**config.mk**
```make
export PLATFORM = sky130hd
export DESIGN_NAME = i2ces_top
export DESIGN_NICKNAME = d
export VERILOG_FILES = /design/src/i2ces_top_fix.sv /design/src/i2ces_pkg.sv /design/src/i2ces_top.sv
export VERILOG_INCLUDE_DIRS = /design/src /design/src/src
export SDC_FILE = /design/constraint.sdc
export NUM_CORES = 1
export LEC_CHECK = 0
export BUFFER_PORTS_ARGS = -buffer_cell sky130_fd_sc_hd__buf_2
export CORE_MARGIN = 5
export CORE_UTILIZATION = 35
export DETAILED_ROUTE_END_ITERATION = 8
export SYNTH_ARGS = -nofsm -noshare
export SYNTH_HDL_FRONTEND = slang
export SYNTH_SLANG_ARGS = --single-unit
```
**constraint.sdc**
```tcl
create_clock -name sys_clk -period 2.3 [get_ports sys_clk]
set_clock_uncertainty 0.1 [all_clocks]
set_input_delay 0.23 -clock sys_clk [delete_from_list [all_inputs] [get_ports sys_clk]]
set_output_delay 0.23 -clock sys_clk [all_outputs]
set_load 0.01 [all_outputs]
```
**src/i2ces_regs.svh**
```systemverilog
// Register offsets, field positions, reset values and tags of the I2C error/no-stop status block
`ifndef I2CES_REGS_SVH
`define I2CES_REGS_SVH

// Register byte offsets
`define I2CES_OFS_RAW_STATUS 6'h00
`define I2CES_OFS_CLEAR 6'h04
`define I2CES_OFS_MASK 6'h08
`define I2CES_OFS_MCMD 6'h0C
`define I2CES_OFS_XSTATUS 6'h10

// Raw status bit positions
`define I2CES_BIT_RFS 16
`define I2CES_BIT_WTS 18
`define I2CES_BIT_ARB 24
`define I2CES_BIT_BUS_ERROR_FLAG 25
`define I2CES_BIT_MASTER_DONE_NO_STOP_FLAG 28
`define I2CES_STATUS_IMPL 32'h1305_0000

// Master command fields
`define I2CES_MCMD_GO 0
`define I2CES_MCMD_READ 1
`define I2CES_MCMD_STOP 2

// Error tags of the transaction status word
`define I2CES_TAG_NONE 4'h0
`define I2CES_TAG_ARB 4'h1
`define I2CES_TAG_BUS_ERROR_FLAG 4'h2

// Reset values
`define I2CES_RST_WORD 32'h0000_0000

`endif

```
**src/i2ces_top_fix.sv**
```systemverilog
// (intentionally empty)

```
**src/i2ces_pkg.sv**
```systemverilog
// Types shared by the I2C error/no-stop status block
package i2ces_pkg;

    // One bus word
    typedef logic [31:0] i2ces_word_t;

    // Master command as software programs it
    typedef struct packed {
        logic stop;
        logic rd;
        logic go;
    } i2ces_cmd_s;

    // Transaction status word contents
    typedef struct packed {
        logic last_stop;
        logic last_rd;
        logic [3:0] tag;
    } i2ces_xstat_s;

    // Master sequencing states
    typedef enum logic [1:0] {
        M_IDLE,
        M_BUSY,
        M_HOLD,
        M_WAIT_STOP
    } i2ces_mstate_e;

endpackage

```
**src/i2ces_top.sv**
```systemverilog
// Raw status, clear, mask and master sequencing for bus-error and no-stop flags
//
// The register addresses and the Wishbone interface to the registers were chosen for this implementation.
`timescale 1ns/1ps
`include "i2ces_regs.svh"

module i2ces_top (
    // Clock and reset
    input wire logic sys_clk,
    input wire logic reset_n,
    // Wishbone slave
    input wire logic wb_cyc_i,
    input wire logic wb_stb_i,
    input wire logic wb_we_i,
    input wire logic [5:0] wb_adr_i,
    input wire logic [3:0] wb_sel_i,
    input wire logic [31:0] wb_dat_i,
    output logic [31:0] wb_dat_o,
    output logic wb_ack_o,
    // Interrupt
    output logic irq,
    // I2C pins
    input wire logic scl_i,
    output logic scl_o,
    output logic scl_oe,
    input wire logic sda_i,
    // Shift engine side, same clock
    input wire logic xact_active,
    input wire logic master_op_done,
    input wire logic arb_lost,
    input wire logic target_op_start,
    input wire logic target_op_rd,
    output logic master_start,
    output logic master_rd,
    output logic stop_issue,
    output logic stop_permit,
    output logic bus_release
);

    // Synchronisers for the pins, plus one stage of history for edges
    logic scl_s1_q, scl_s2_q, scl_prev_q;
    logic sda_s1_q, sda_s2_q, sda_prev_q;

    // Bus slave state
    logic ack_q, ack_d;
    logic [31:0] rdat_q, rdat_d;

    // Software visible registers
    i2ces_pkg::i2ces_word_t status_q, status_d;
    i2ces_pkg::i2ces_word_t mask_q, mask_d;
    i2ces_pkg::i2ces_cmd_s cmd_q, cmd_d;
    i2ces_pkg::i2ces_xstat_s xstat_q, xstat_d;

    // Master sequencing
    i2ces_pkg::i2ces_mstate_e mst_q, mst_d;

    // Deferred target operation
    logic tgt_pend_q, tgt_pend_d;
    logic tgt_rd_q, tgt_rd_d;

    // Registered outputs
    logic irq_d, scl_oe_d;
    logic start_q, start_d, stop_q, stop_d;
    logic permit_q, permit_d, release_q, release_d;

    // Clock pin synchroniser chain; the first stage feeds only the second
    // Reset to the idle high level, so no false edge follows reset
    always_ff @(posedge sys_clk) begin
        if (!reset_n) begin
            scl_s1_q <= 1'b1;
            scl_s2_q <= 1'b1;
            scl_prev_q <= 1'b1;
        end else begin
            scl_s1_q <= scl_i;
            scl_s2_q <= scl_s1_q;
            scl_prev_q <= scl_s2_q;
        end
    end

    // Data pin synchroniser chain, same depth so both lines line up in time
    always_ff @(posedge sys_clk) begin
        if (!reset_n) begin
            sda_s1_q <= 1'b1;
            sda_s2_q <= 1'b1;
            sda_prev_q <= 1'b1;
        end else begin
            sda_s1_q <= sda_i;
            sda_s2_q <= sda_s1_q;
            sda_prev_q <= sda_s2_q;
        end
    end

    // Start and stop conditions: data moves while the clock stays high
    wire scl_high = scl_s2_q & scl_prev_q;
    wire start_seen = scl_high & sda_prev_q & ~sda_s2_q;
    wire stop_seen = scl_high & ~sda_prev_q & sda_s2_q;
    wire bus_err = xact_active & (start_seen | stop_seen);

    // Bus decode; a write lands on the edge where the master sees ack
    wire bus_req = wb_cyc_i & wb_stb_i;
    wire wr_fire = bus_req & wb_we_i & ack_q;
    wire [31:0] sel_mask = {{8{wb_sel_i[3]}}, {8{wb_sel_i[2]}},
                            {8{wb_sel_i[1]}}, {8{wb_sel_i[0]}}};
    wire [31:0] wr_bits = wb_dat_i & sel_mask;
    wire hit_status = wb_adr_i == `I2CES_OFS_RAW_STATUS;
    wire hit_clear = wb_adr_i == `I2CES_OFS_CLEAR;
    wire hit_mask = wb_adr_i == `I2CES_OFS_MASK;
    wire hit_mcmd = wb_adr_i == `I2CES_OFS_MCMD;
    wire hit_xstat = wb_adr_i == `I2CES_OFS_XSTATUS;
    wire wr_clear = wr_fire & hit_clear;
    wire wr_mask = wr_fire & hit_mask;
    wire wr_mcmd = wr_fire & hit_mcmd & wb_sel_i[0];

    // Clear vector: writing one clears, only on implemented bits
    wire [31:0] clr_vec = wr_clear ? (wr_bits & `I2CES_STATUS_IMPL) : 32'h0000_0000;

    // No-stop flag as currently held
    wire nostop = status_q[`I2CES_BIT_MASTER_DONE_NO_STOP_FLAG];

    // Command accepted only in idle with the no-stop flag clear
    wire cmd_go = wr_mcmd & wb_dat_i[`I2CES_MCMD_GO];
    wire cmd_take = cmd_go & (mst_q == i2ces_pkg::M_IDLE) & ~nostop;

    // Master finishing, split by whether a stop was programmed
    wire m_done = (mst_q == i2ces_pkg::M_BUSY) & master_op_done;
    wire done_stop = m_done & cmd_q.stop;
    wire done_nostop = m_done & ~cmd_q.stop;
    wire m_arb = (mst_q == i2ces_pkg::M_BUSY) & arb_lost;
    wire retry_go = (mst_q == i2ces_pkg::M_WAIT_STOP) & stop_seen;

    // Target request released once the no-stop flag is clear
    wire tgt_new = target_op_start & ~tgt_pend_q;
    wire tgt_release = tgt_pend_q & ~nostop;

    // Events that set raw status bits
    logic [31:0] set_vec;
    always_comb begin
        set_vec = 32'h0000_0000;
        set_vec[`I2CES_BIT_BUS_ERROR_FLAG] = bus_err;
        set_vec[`I2CES_BIT_ARB] = m_arb;
        set_vec[`I2CES_BIT_MASTER_DONE_NO_STOP_FLAG] = done_nostop;
        set_vec[`I2CES_BIT_WTS] = tgt_release & ~tgt_rd_q;
        set_vec[`I2CES_BIT_RFS] = tgt_release & tgt_rd_q;
    end

    // Sticky flags; a new event beats a clear in the same cycle
    assign status_d = ((status_q & ~clr_vec) | set_vec) & `I2CES_STATUS_IMPL;

    // Mask register honours byte enables
    assign mask_d = wr_mask ? ((mask_q & ~sel_mask) | wr_bits) & `I2CES_STATUS_IMPL : mask_q;

    // Command register keeps the latest accepted command
    assign cmd_d = cmd_take ? {wb_dat_i[`I2CES_MCMD_STOP], wb_dat_i[`I2CES_MCMD_READ], 1'b1}
                            : (m_done ? {cmd_q.stop, cmd_q.rd, 1'b0} : cmd_q);

    // Transaction status word; error tag written on each fault
    always_comb begin
        xstat_d = xstat_q;
        if (cmd_take) begin
            xstat_d.tag = `I2CES_TAG_NONE;
            xstat_d.last_rd = wb_dat_i[`I2CES_MCMD_READ];
            xstat_d.last_stop = wb_dat_i[`I2CES_MCMD_STOP];
        end
        if (m_arb) begin
            xstat_d.tag = `I2CES_TAG_ARB;
        end
        if (bus_err) begin
            xstat_d.tag = `I2CES_TAG_BUS_ERROR_FLAG;
        end
    end

    // Master sequencing: bus error aborts, arbitration loss waits for a stop
    always_comb begin
        mst_d = mst_q;
        case (mst_q)
            i2ces_pkg::M_IDLE: begin
                if (cmd_take) begin
                    mst_d = i2ces_pkg::M_BUSY;
                end
            end
            i2ces_pkg::M_BUSY: begin
                if (bus_err) begin
                    mst_d = i2ces_pkg::M_IDLE;
                end else if (m_arb) begin
                    mst_d = i2ces_pkg::M_WAIT_STOP;
                end else if (done_nostop) begin
                    mst_d = i2ces_pkg::M_HOLD;
                end else if (done_stop) begin
                    mst_d = i2ces_pkg::M_IDLE;
                end
            end
            i2ces_pkg::M_HOLD: begin
                // Bus stays owned until software acknowledges
                if (!status_d[`I2CES_BIT_MASTER_DONE_NO_STOP_FLAG]) begin
                    mst_d = i2ces_pkg::M_IDLE;
                end
            end
            i2ces_pkg::M_WAIT_STOP: begin
                if (retry_go) begin
                    mst_d = i2ces_pkg::M_BUSY;
                end
            end
            default: begin
                mst_d = i2ces_pkg::M_IDLE;
            end
        endcase
    end

    // Target operation is parked while the no-stop flag stands
    assign tgt_pend_d = tgt_new ? 1'b1 : (tgt_release ? 1'b0 : tgt_pend_q);
    assign tgt_rd_d = tgt_new ? target_op_rd : tgt_rd_q;

    // Clock stretch while a parked target operation waits
    assign scl_oe_d = tgt_pend_d & status_d[`I2CES_BIT_MASTER_DONE_NO_STOP_FLAG];

    // Engine strobes: start on accept or retry, stop only when programmed
    assign start_d = cmd_take | retry_go;
    assign stop_d = done_stop & ~nostop;
    assign permit_d = ~status_d[`I2CES_BIT_MASTER_DONE_NO_STOP_FLAG];
    assign release_d = mst_d == i2ces_pkg::M_WAIT_STOP;

    // Level interrupt from masked sticky status
    assign irq_d = |(status_d & mask_d);

    // Read data mux; unmapped offsets read zero
    wire [31:0] xstat_word = {26'h000_0000, xstat_q};
    wire [31:0] mcmd_word = {29'h0000_0000, cmd_q};
    assign rdat_d = hit_status ? status_q :
                    hit_mask ? mask_q :
                    hit_mcmd ? mcmd_word :
                    hit_xstat ? xstat_word : 32'h0000_0000;

    // Ack one cycle after the request, dropped the cycle after
    assign ack_d = bus_req & ~ack_q;

    // Bus slave flops
    always_ff @(posedge sys_clk) begin
        if (!reset_n) begin
            ack_q <= 1'b0;
            rdat_q <= `I2CES_RST_WORD;
        end else begin
            ack_q <= ack_d;
            rdat_q <= rdat_d;
        end
    end

    // Raw status flags; reset clears every flag
    always_ff @(posedge sys_clk) begin
        if (!reset_n) begin
            status_q <= `I2CES_RST_WORD;
        end else begin
            status_q <= status_d;
        end
    end

    // Interrupt mask; all sources start masked so reset raises no interrupt
    always_ff @(posedge sys_clk) begin
        if (!reset_n) begin
            mask_q <= `I2CES_RST_WORD;
        end else begin
            mask_q <= mask_d;
        end
    end

    // Last accepted command; its busy bit drops when the engine reports done
    always_ff @(posedge sys_clk) begin
        if (!reset_n) begin
            cmd_q <= 3'h0;
        end else begin
            cmd_q <= cmd_d;
        end
    end

    // Transaction status word, loaded when a command is accepted; the tag is rewritten on each fault
    always_ff @(posedge sys_clk) begin
        if (!reset_n) begin
            xstat_q <= 6'h00;
        end else begin
            xstat_q <= xstat_d;
        end
    end

    // Sequencer and parked target flops
    always_ff @(posedge sys_clk) begin
        if (!reset_n) begin
            mst_q <= i2ces_pkg::M_IDLE;
            tgt_pend_q <= 1'b0;
            tgt_rd_q <= 1'b0;
        end else begin
            mst_q <= mst_d;
            tgt_pend_q <= tgt_pend_d;
            tgt_rd_q <= tgt_rd_d;
        end
    end

    // Interrupt and stretch outputs; every top output comes straight from a flop
    // Stretch resets off so a reset never leaves the bus clock held low
    always_ff @(posedge sys_clk) begin
        if (!reset_n) begin
            irq <= 1'b0;
            scl_oe <= 1'b0;
        end else begin
            irq <= irq_d;
            scl_oe <= scl_oe_d;
        end
    end

    // Engine strobes, one-cycle pulses
    always_ff @(posedge sys_clk) begin
        if (!reset_n) begin
            start_q <= 1'b0;
            stop_q <= 1'b0;
        end else begin
            start_q <= start_d;
            stop_q <= stop_d;
        end
    end

    // Stop permission and bus release; no flag can stand after reset
    always_ff @(posedge sys_clk) begin
        if (!reset_n) begin
            permit_q <= 1'b1;
            release_q <= 1'b0;
        end else begin
            permit_q <= permit_d;
            release_q <= release_d;
        end
    end

    // Stretching only ever pulls low, so the driven level is a constant
    always_ff @(posedge sys_clk) begin
        if (!reset_n) begin
            scl_o <= 1'b0;
            master_rd <= 1'b0;
        end else begin
            scl_o <= 1'b0;
            master_rd <= cmd_d.rd;
        end
    end

    // Output wiring from the flops above
    assign wb_ack_o = ack_q;
    assign wb_dat_o = rdat_q;
    assign master_start = start_q;
    assign stop_issue = stop_q;
    assign stop_permit = permit_q;
    assign bus_release = release_q;

endmodule

```
======== Yosys cells after proc, flatten, opt, wreduce, memory -nomap -nowiden ========
Index checks and enable logic that the tools add are counted.
storage, ports and cells
  register bits ........................... 93
  bits of input ports ..................... 54
cells by class
  equality and inequality tests ........... 8
  muxes and demuxes ....................... 21
  bitwise logic cells ..................... 47
  reduce and logical (&&, ||, !) cells .... 7
operators by type and width
  kind                count
  $mux 32             3
  $and 29x29->29      3
  $not 29->29         2
  $or 29x29->29       2
  $and 29x32->32      1
  $reduce_or 32->1    1
  $mux 29             1
  $and 1x1->1         28
  $mux 2              10
  $eq 6x4->1 const B  2
  $mux 6              2
  $not 1->1           9
  $pmux 2 s4          1
  $eq 2x2->1 const B  3
  $eq 6x3->1 const B  1
  $eq 6x5->1 const B  1
  $logic_not 6->1     1
  $reduce_bool 2->1   2
  $mux 1              3
  $mux 3              1
  $reduce_bool 3->1   1
  $eq 2x1->1 const B  1
  $logic_not 2->1     1
  $or 1x1->1          2
  $reduce_or 2->1     1

======== Longest topological paths before layout ========
  depth in word-level cells ............... 11
  gate-level depth with buffers ........... 6
  mapped depth without buffers ............ 5

======== Worst setup path after synthesis ========
No wires, ideal clock.
  path type ............................... input -> register
  start point ............................. in wb_adr_i[1]
  end point ............................... reg irq
  setup time .............................. 120 ps
  data arrival time ....................... 1911 ps
  required time ........................... 2080 ps
  slack ................................... 169 ps
  cell stages on the path ................. 6
  cell sequence ........................... or4_4 > buf_6 > nor4_1 > mux2i_1 > o22ai_1 > o31a_1
on the way
  cells in the longest elaborated chain, start to end .. 8
  elaborated cells between the ends (all ways) .. 11
RTL lines
  what                  line              RTL
  start, declared       i2ces_top.sv:15   input wire logic [5:0] wb_adr_i,
  $eq 6x3->1 (no line)  -
  $and 1x1->1           i2ces_top.sv:110  wire wr_clear = wr_fire & hit_clear;
  $mux 29               i2ces_top.sv:115  wire [31:0] clr_vec = wr_clear ? (wr_bits & `I2CES_STATUS_IMPL) : 32'h0000_0000;
  $not 29->29           i2ces_top.sv:147  assign status_d = ((status_q & ~clr_vec) | set_vec) & `I2CES_STATUS_IMPL;
  $and 29x29->29        i2ces_top.sv:147
  $or 29x29->29         i2ces_top.sv:147
  $and 29x32->32 *      i2ces_top.sv:223  assign irq_d = |(status_d & mask_d);
  $reduce_or 32->1 *    i2ces_top.sv:223
  end signal, assigned  i2ces_top.sv:303  irq <= irq_d;
  end, declared         i2ces_top.sv:21   output logic irq,
Mark *: on every way between the ends. The rest lies on a longest branch, timed or not.
A chain may end at the register's enable or synchronous reset.

======== Worst setup path after layout ========
  start point ............................. reg ack_q (netlist: wb_ack_o)
  end point ............................... reg irq
on the way
  cells in the longest elaborated chain, start to end .. 8
  elaborated cells between the ends (all ways) .. 10
RTL lines
  what                    line              RTL
  start, declared         i2ces_top.sv:45   logic ack_q, ack_d;
  start signal, assigned  i2ces_top.sv:242  ack_q <= ack_d;
  $and 1x1->1 *           i2ces_top.sv:101  wire wr_fire = bus_req & wb_we_i & ack_q;
  $and 1x1->1             i2ces_top.sv:110
  $mux 29                 i2ces_top.sv:115
  $not 29->29             i2ces_top.sv:147
  $and 29x29->29          i2ces_top.sv:147
  $or 29x29->29           i2ces_top.sv:147
  $and 29x32->32 *        i2ces_top.sv:223
  $reduce_or 32->1 *      i2ces_top.sv:223
Marks and branches as above.

==> results by group <==
Placed design
  • Placed Cells: approximately 320
  • Area after DPL: 2140 sq um
  • Port Buf Inserts: between 40 and 50
  • RePlAce Congestion: roughly 0.79
  • Dpl ws: between 30 and 40 ps
  • Hpwl dp: 3.05 mm

Power and ir drop
  • Sequential power share: 52.3%
  • VDD IR max: 0.261 mV
  • Clock network fraction of total power: 40.7%
  • Combinational share of power: 7.0%
  • Cell Pwr Density: ~660 nW/um^2
  • Sw Pwr: 0.346 mW
  • Switching share of total power: 23.3%
  • Leakage: 0.940 nW
  • Int Power: 1.14 mW

Layout
  • Sequential cell area: 881 sq um
  • Layout cells sized above 1: 24.9%
  • Post-route cell area: 2250 sq um
  • Nets: 310
  • Area occupied by multi-input gates: 891 sq um
  • Synth-to-layout area growth: 17.9%
  • Fillers: 585
  • Diodes inserted: 0
  • Final Instance Count excl. Fillers: 329

GRT
  • Largest net degree at the start of global routing: 35
  • All-Layer GR Usage: 11.6%
  • Global route overflow: 0
  • Vias in the first global route: 1,465
  • First-pass GRT wire length: around 6.7 mm
  • Initial antenna violation count: 0

Logic synthesis
  • Post-synthesis cell area: 1910 sq um
  • Post-synth ARST share: 0%
  • Yosys top cell by area: dfxtp_1
  • Top cell type's share of synthesized area: 46.1%
  • Post-synth EDFFs: 0
  • #FFs+latches synth: 44
  • Post-synthesis cell type count: 43
  • Synth Instances: 207
  • Synthesized area per cell: 9.23 sq um
  • Main synth FF type: dfxtp_1
  • Synth warnings: 0
  • Top-count cell post-synth: dfxtp_1
  • Top post-synthesis cells by area: dfxtp_1 (46%), buf_4 (9.0%), mux2i_1 (5.2%)
  • Post-synth top cells: dfxtp_1 (44), buf_4 (23), nand2_1 (19)
  • Sequential-to-total area share from yosys stat: 46.1%

Timing
  • Final setup TNS: 0 ps
  • RSZ-0062 raised after global routing: false
  • Final Hold Vio Count: 0
  • WHS: 7.23 ps
  • Worst-Margin Slew: 508 ps
  • Slew headroom: approximately 66%
  • FMAX: 0.504 GHz
  • Final setup margin: around 320 ps
  • Final Cycle Share: between 80% and 90%
  • Tmin final: 1980 ps
  • Pins Over Slew Limit: 0
  • Final setup fails: 0

Floorplanning
  • Die footprint: 7040 sq um
  • Chip height: 83.9 um
  • Core Rows: 27
  • Die width: 83.9 um
  • I/O pin cnt: 95
  • Initial Util: 35.3%
  • Core box area: 5410 sq um

Worst setup path
  • Worst setup path startpoint: wb_ack_o
  • Crit. End Element: flop
  • Reg2Reg Depth: 5
  • Worst setup path class: reg2reg
  • CP Data Required Time: 2390 ps
  • Worst reg2reg setup slack: 320 ps
  • Crit Reg-Reg Startpoint: wb_ack_o
  • Worst setup SP type: flop
  • Crit-path max FO: 6
  • Arr. time, crit path: 2070 ps
  • CP endpoint: irq
  • Reg-to-reg endpoint: irq

CTS
  • Clock Path Buffers: 2
  • Worst skew pair latency: about 300 ps
  • Post-CTS sizing: 0
  • Post-CTS Setup Inserts: 0
  • CTS Buf Count: 5
  • Hold Buf Count CTS: 0
  • Clock Sink Count: 44
  • Clk root buf: clkbuf_8
  • Reg clk slew, reported paths: ~80 ps
  • Number of H-tree levels: 2
  • CTS tree: built

Drt
  • DR iter-0 viols: 35
  • WL per Instance: 12.0 um
  • Vias per cell: roughly 4.4
  • Pre-antenna DRT Iters: 4
  • Total wire length: between 3 and 4 mm
  • Routed via count: between 1,000 and 1,500
  • DRC violations left: 0
  • Antenna Violating Nets Remaining: 0

Run
  • Max-cap violations: 0

Run status
  • Status: finished, final reports clean

Min path
  • HP Class: in2reg
==> layout make-up <==
type	count	area share, %
Sequential cell	44	39.1
Inverter	4	0.667
Clock inverter	3	2.06
Multi-Input combinational cell	151	39.6
Clock buffer	5	3.06
Timing Repair Buffer	50	11.6
Tap cell	72	4.00
==> power by group through the flow <==
stage	clock network [mW]	logic (mW)	registers, mW
5_1_grt	0.650	0.117	0.779
6_report	0.605	0.103	0.777
3_5_place_dp	0	0.102	0.795
2_1_floorplan	0	0.0904	0.794
4_1_cts	0.618	0.103	0.777
3_3_place_gp	0	0.101	0.795
==> worst max-delay path, stage by stage (launching register included) <==
cell and delay, ps:
dfxtp_1 360, nand4_1 280, or4_4 580, a21oi_2 170
o22ai_1 110, o31a_1 280
==> cells by family after synthesis <==
kind of cell	share of synthesized area (%)
AOI/OAI and AO/OA	10.2
other	0.196
DFF	46.1
and+or+nand+nor	26.2
xor gates and xnor gates	0.458
muxes	5.24
buffers and inverters	11.6
==> placed cells by master, fill, tap and decap left out, types with 2 or more instances in the layout <==
cell	n
nor2b_1	13
or4_1	2
buf_2	46
nand4_1	3
o21a_1	2
nand2b_1	9
nand2_1	19
o21ai_0	3
dfxtp_1	44
nor3_1	2
inv_1	4
or4_4	2
nor2_1	16
and2_1	3
nor4_1	2
and2b_1	3
conb_1	23
a21boi_0	6
buf_4	4
and4_1	2
mux2i_1	10
clkbuf_8	5
a22oi_1	3
nor3b_1	2
o22ai_1	3
nand3_1	2
a21oi_1	6
==> metrics by stage <==
| step | total power, mW | util, % |
|---|---|---|
| CTS | 1.50 | 41.7 |
| global placement | 0.896 | 39.5 |
| detailed placement | 0.897 | 39.5 |
| floorplan | 0.884 | - |
| global route | 1.55 | 41.7 |
| finish | 1.49 | 41.7 |
==> sequential cells by signal (all words and copies together) (netlist names), 2 cells and up <==
register / count
xstat_q: 4
mst_q: 2
mask_q: 5
wb_dat_o: 10
status_q: 5
cmd_q: 3
==> how the worst min path moves through the flow <==
| stage | startpoint | to | slack [ps] | cells past startpoint |
|---|---|---|---|---|
| 3_5_place_dp | sda_s1_q | sda_s2_q | 290 | 1 |
| 5_1_grt | scl_i | scl_s1_q | 20 | 2 |
| 2_1_floorplan | reset_n | sda_s2_q | 200 | 1 |
| 3_3_place_gp | scl_s1_q | scl_s2_q | 290 | 1 |
| 6_report | scl_i | scl_s1_q | 7 | 2 |
| 4_1_cts | scl_i | scl_s1_q | 3 | 2 |
==> layer usage <==
layer	up-vias	wire length, um	global-route usage [%]
met5	-	0	0
met4	0	34	3.07
met3	4	315	3.85
met2	46	1810	18.9
met1	647	1790	14.8
li1	759	-	-
Note: power is estimated with default switching activity, not from simulation.
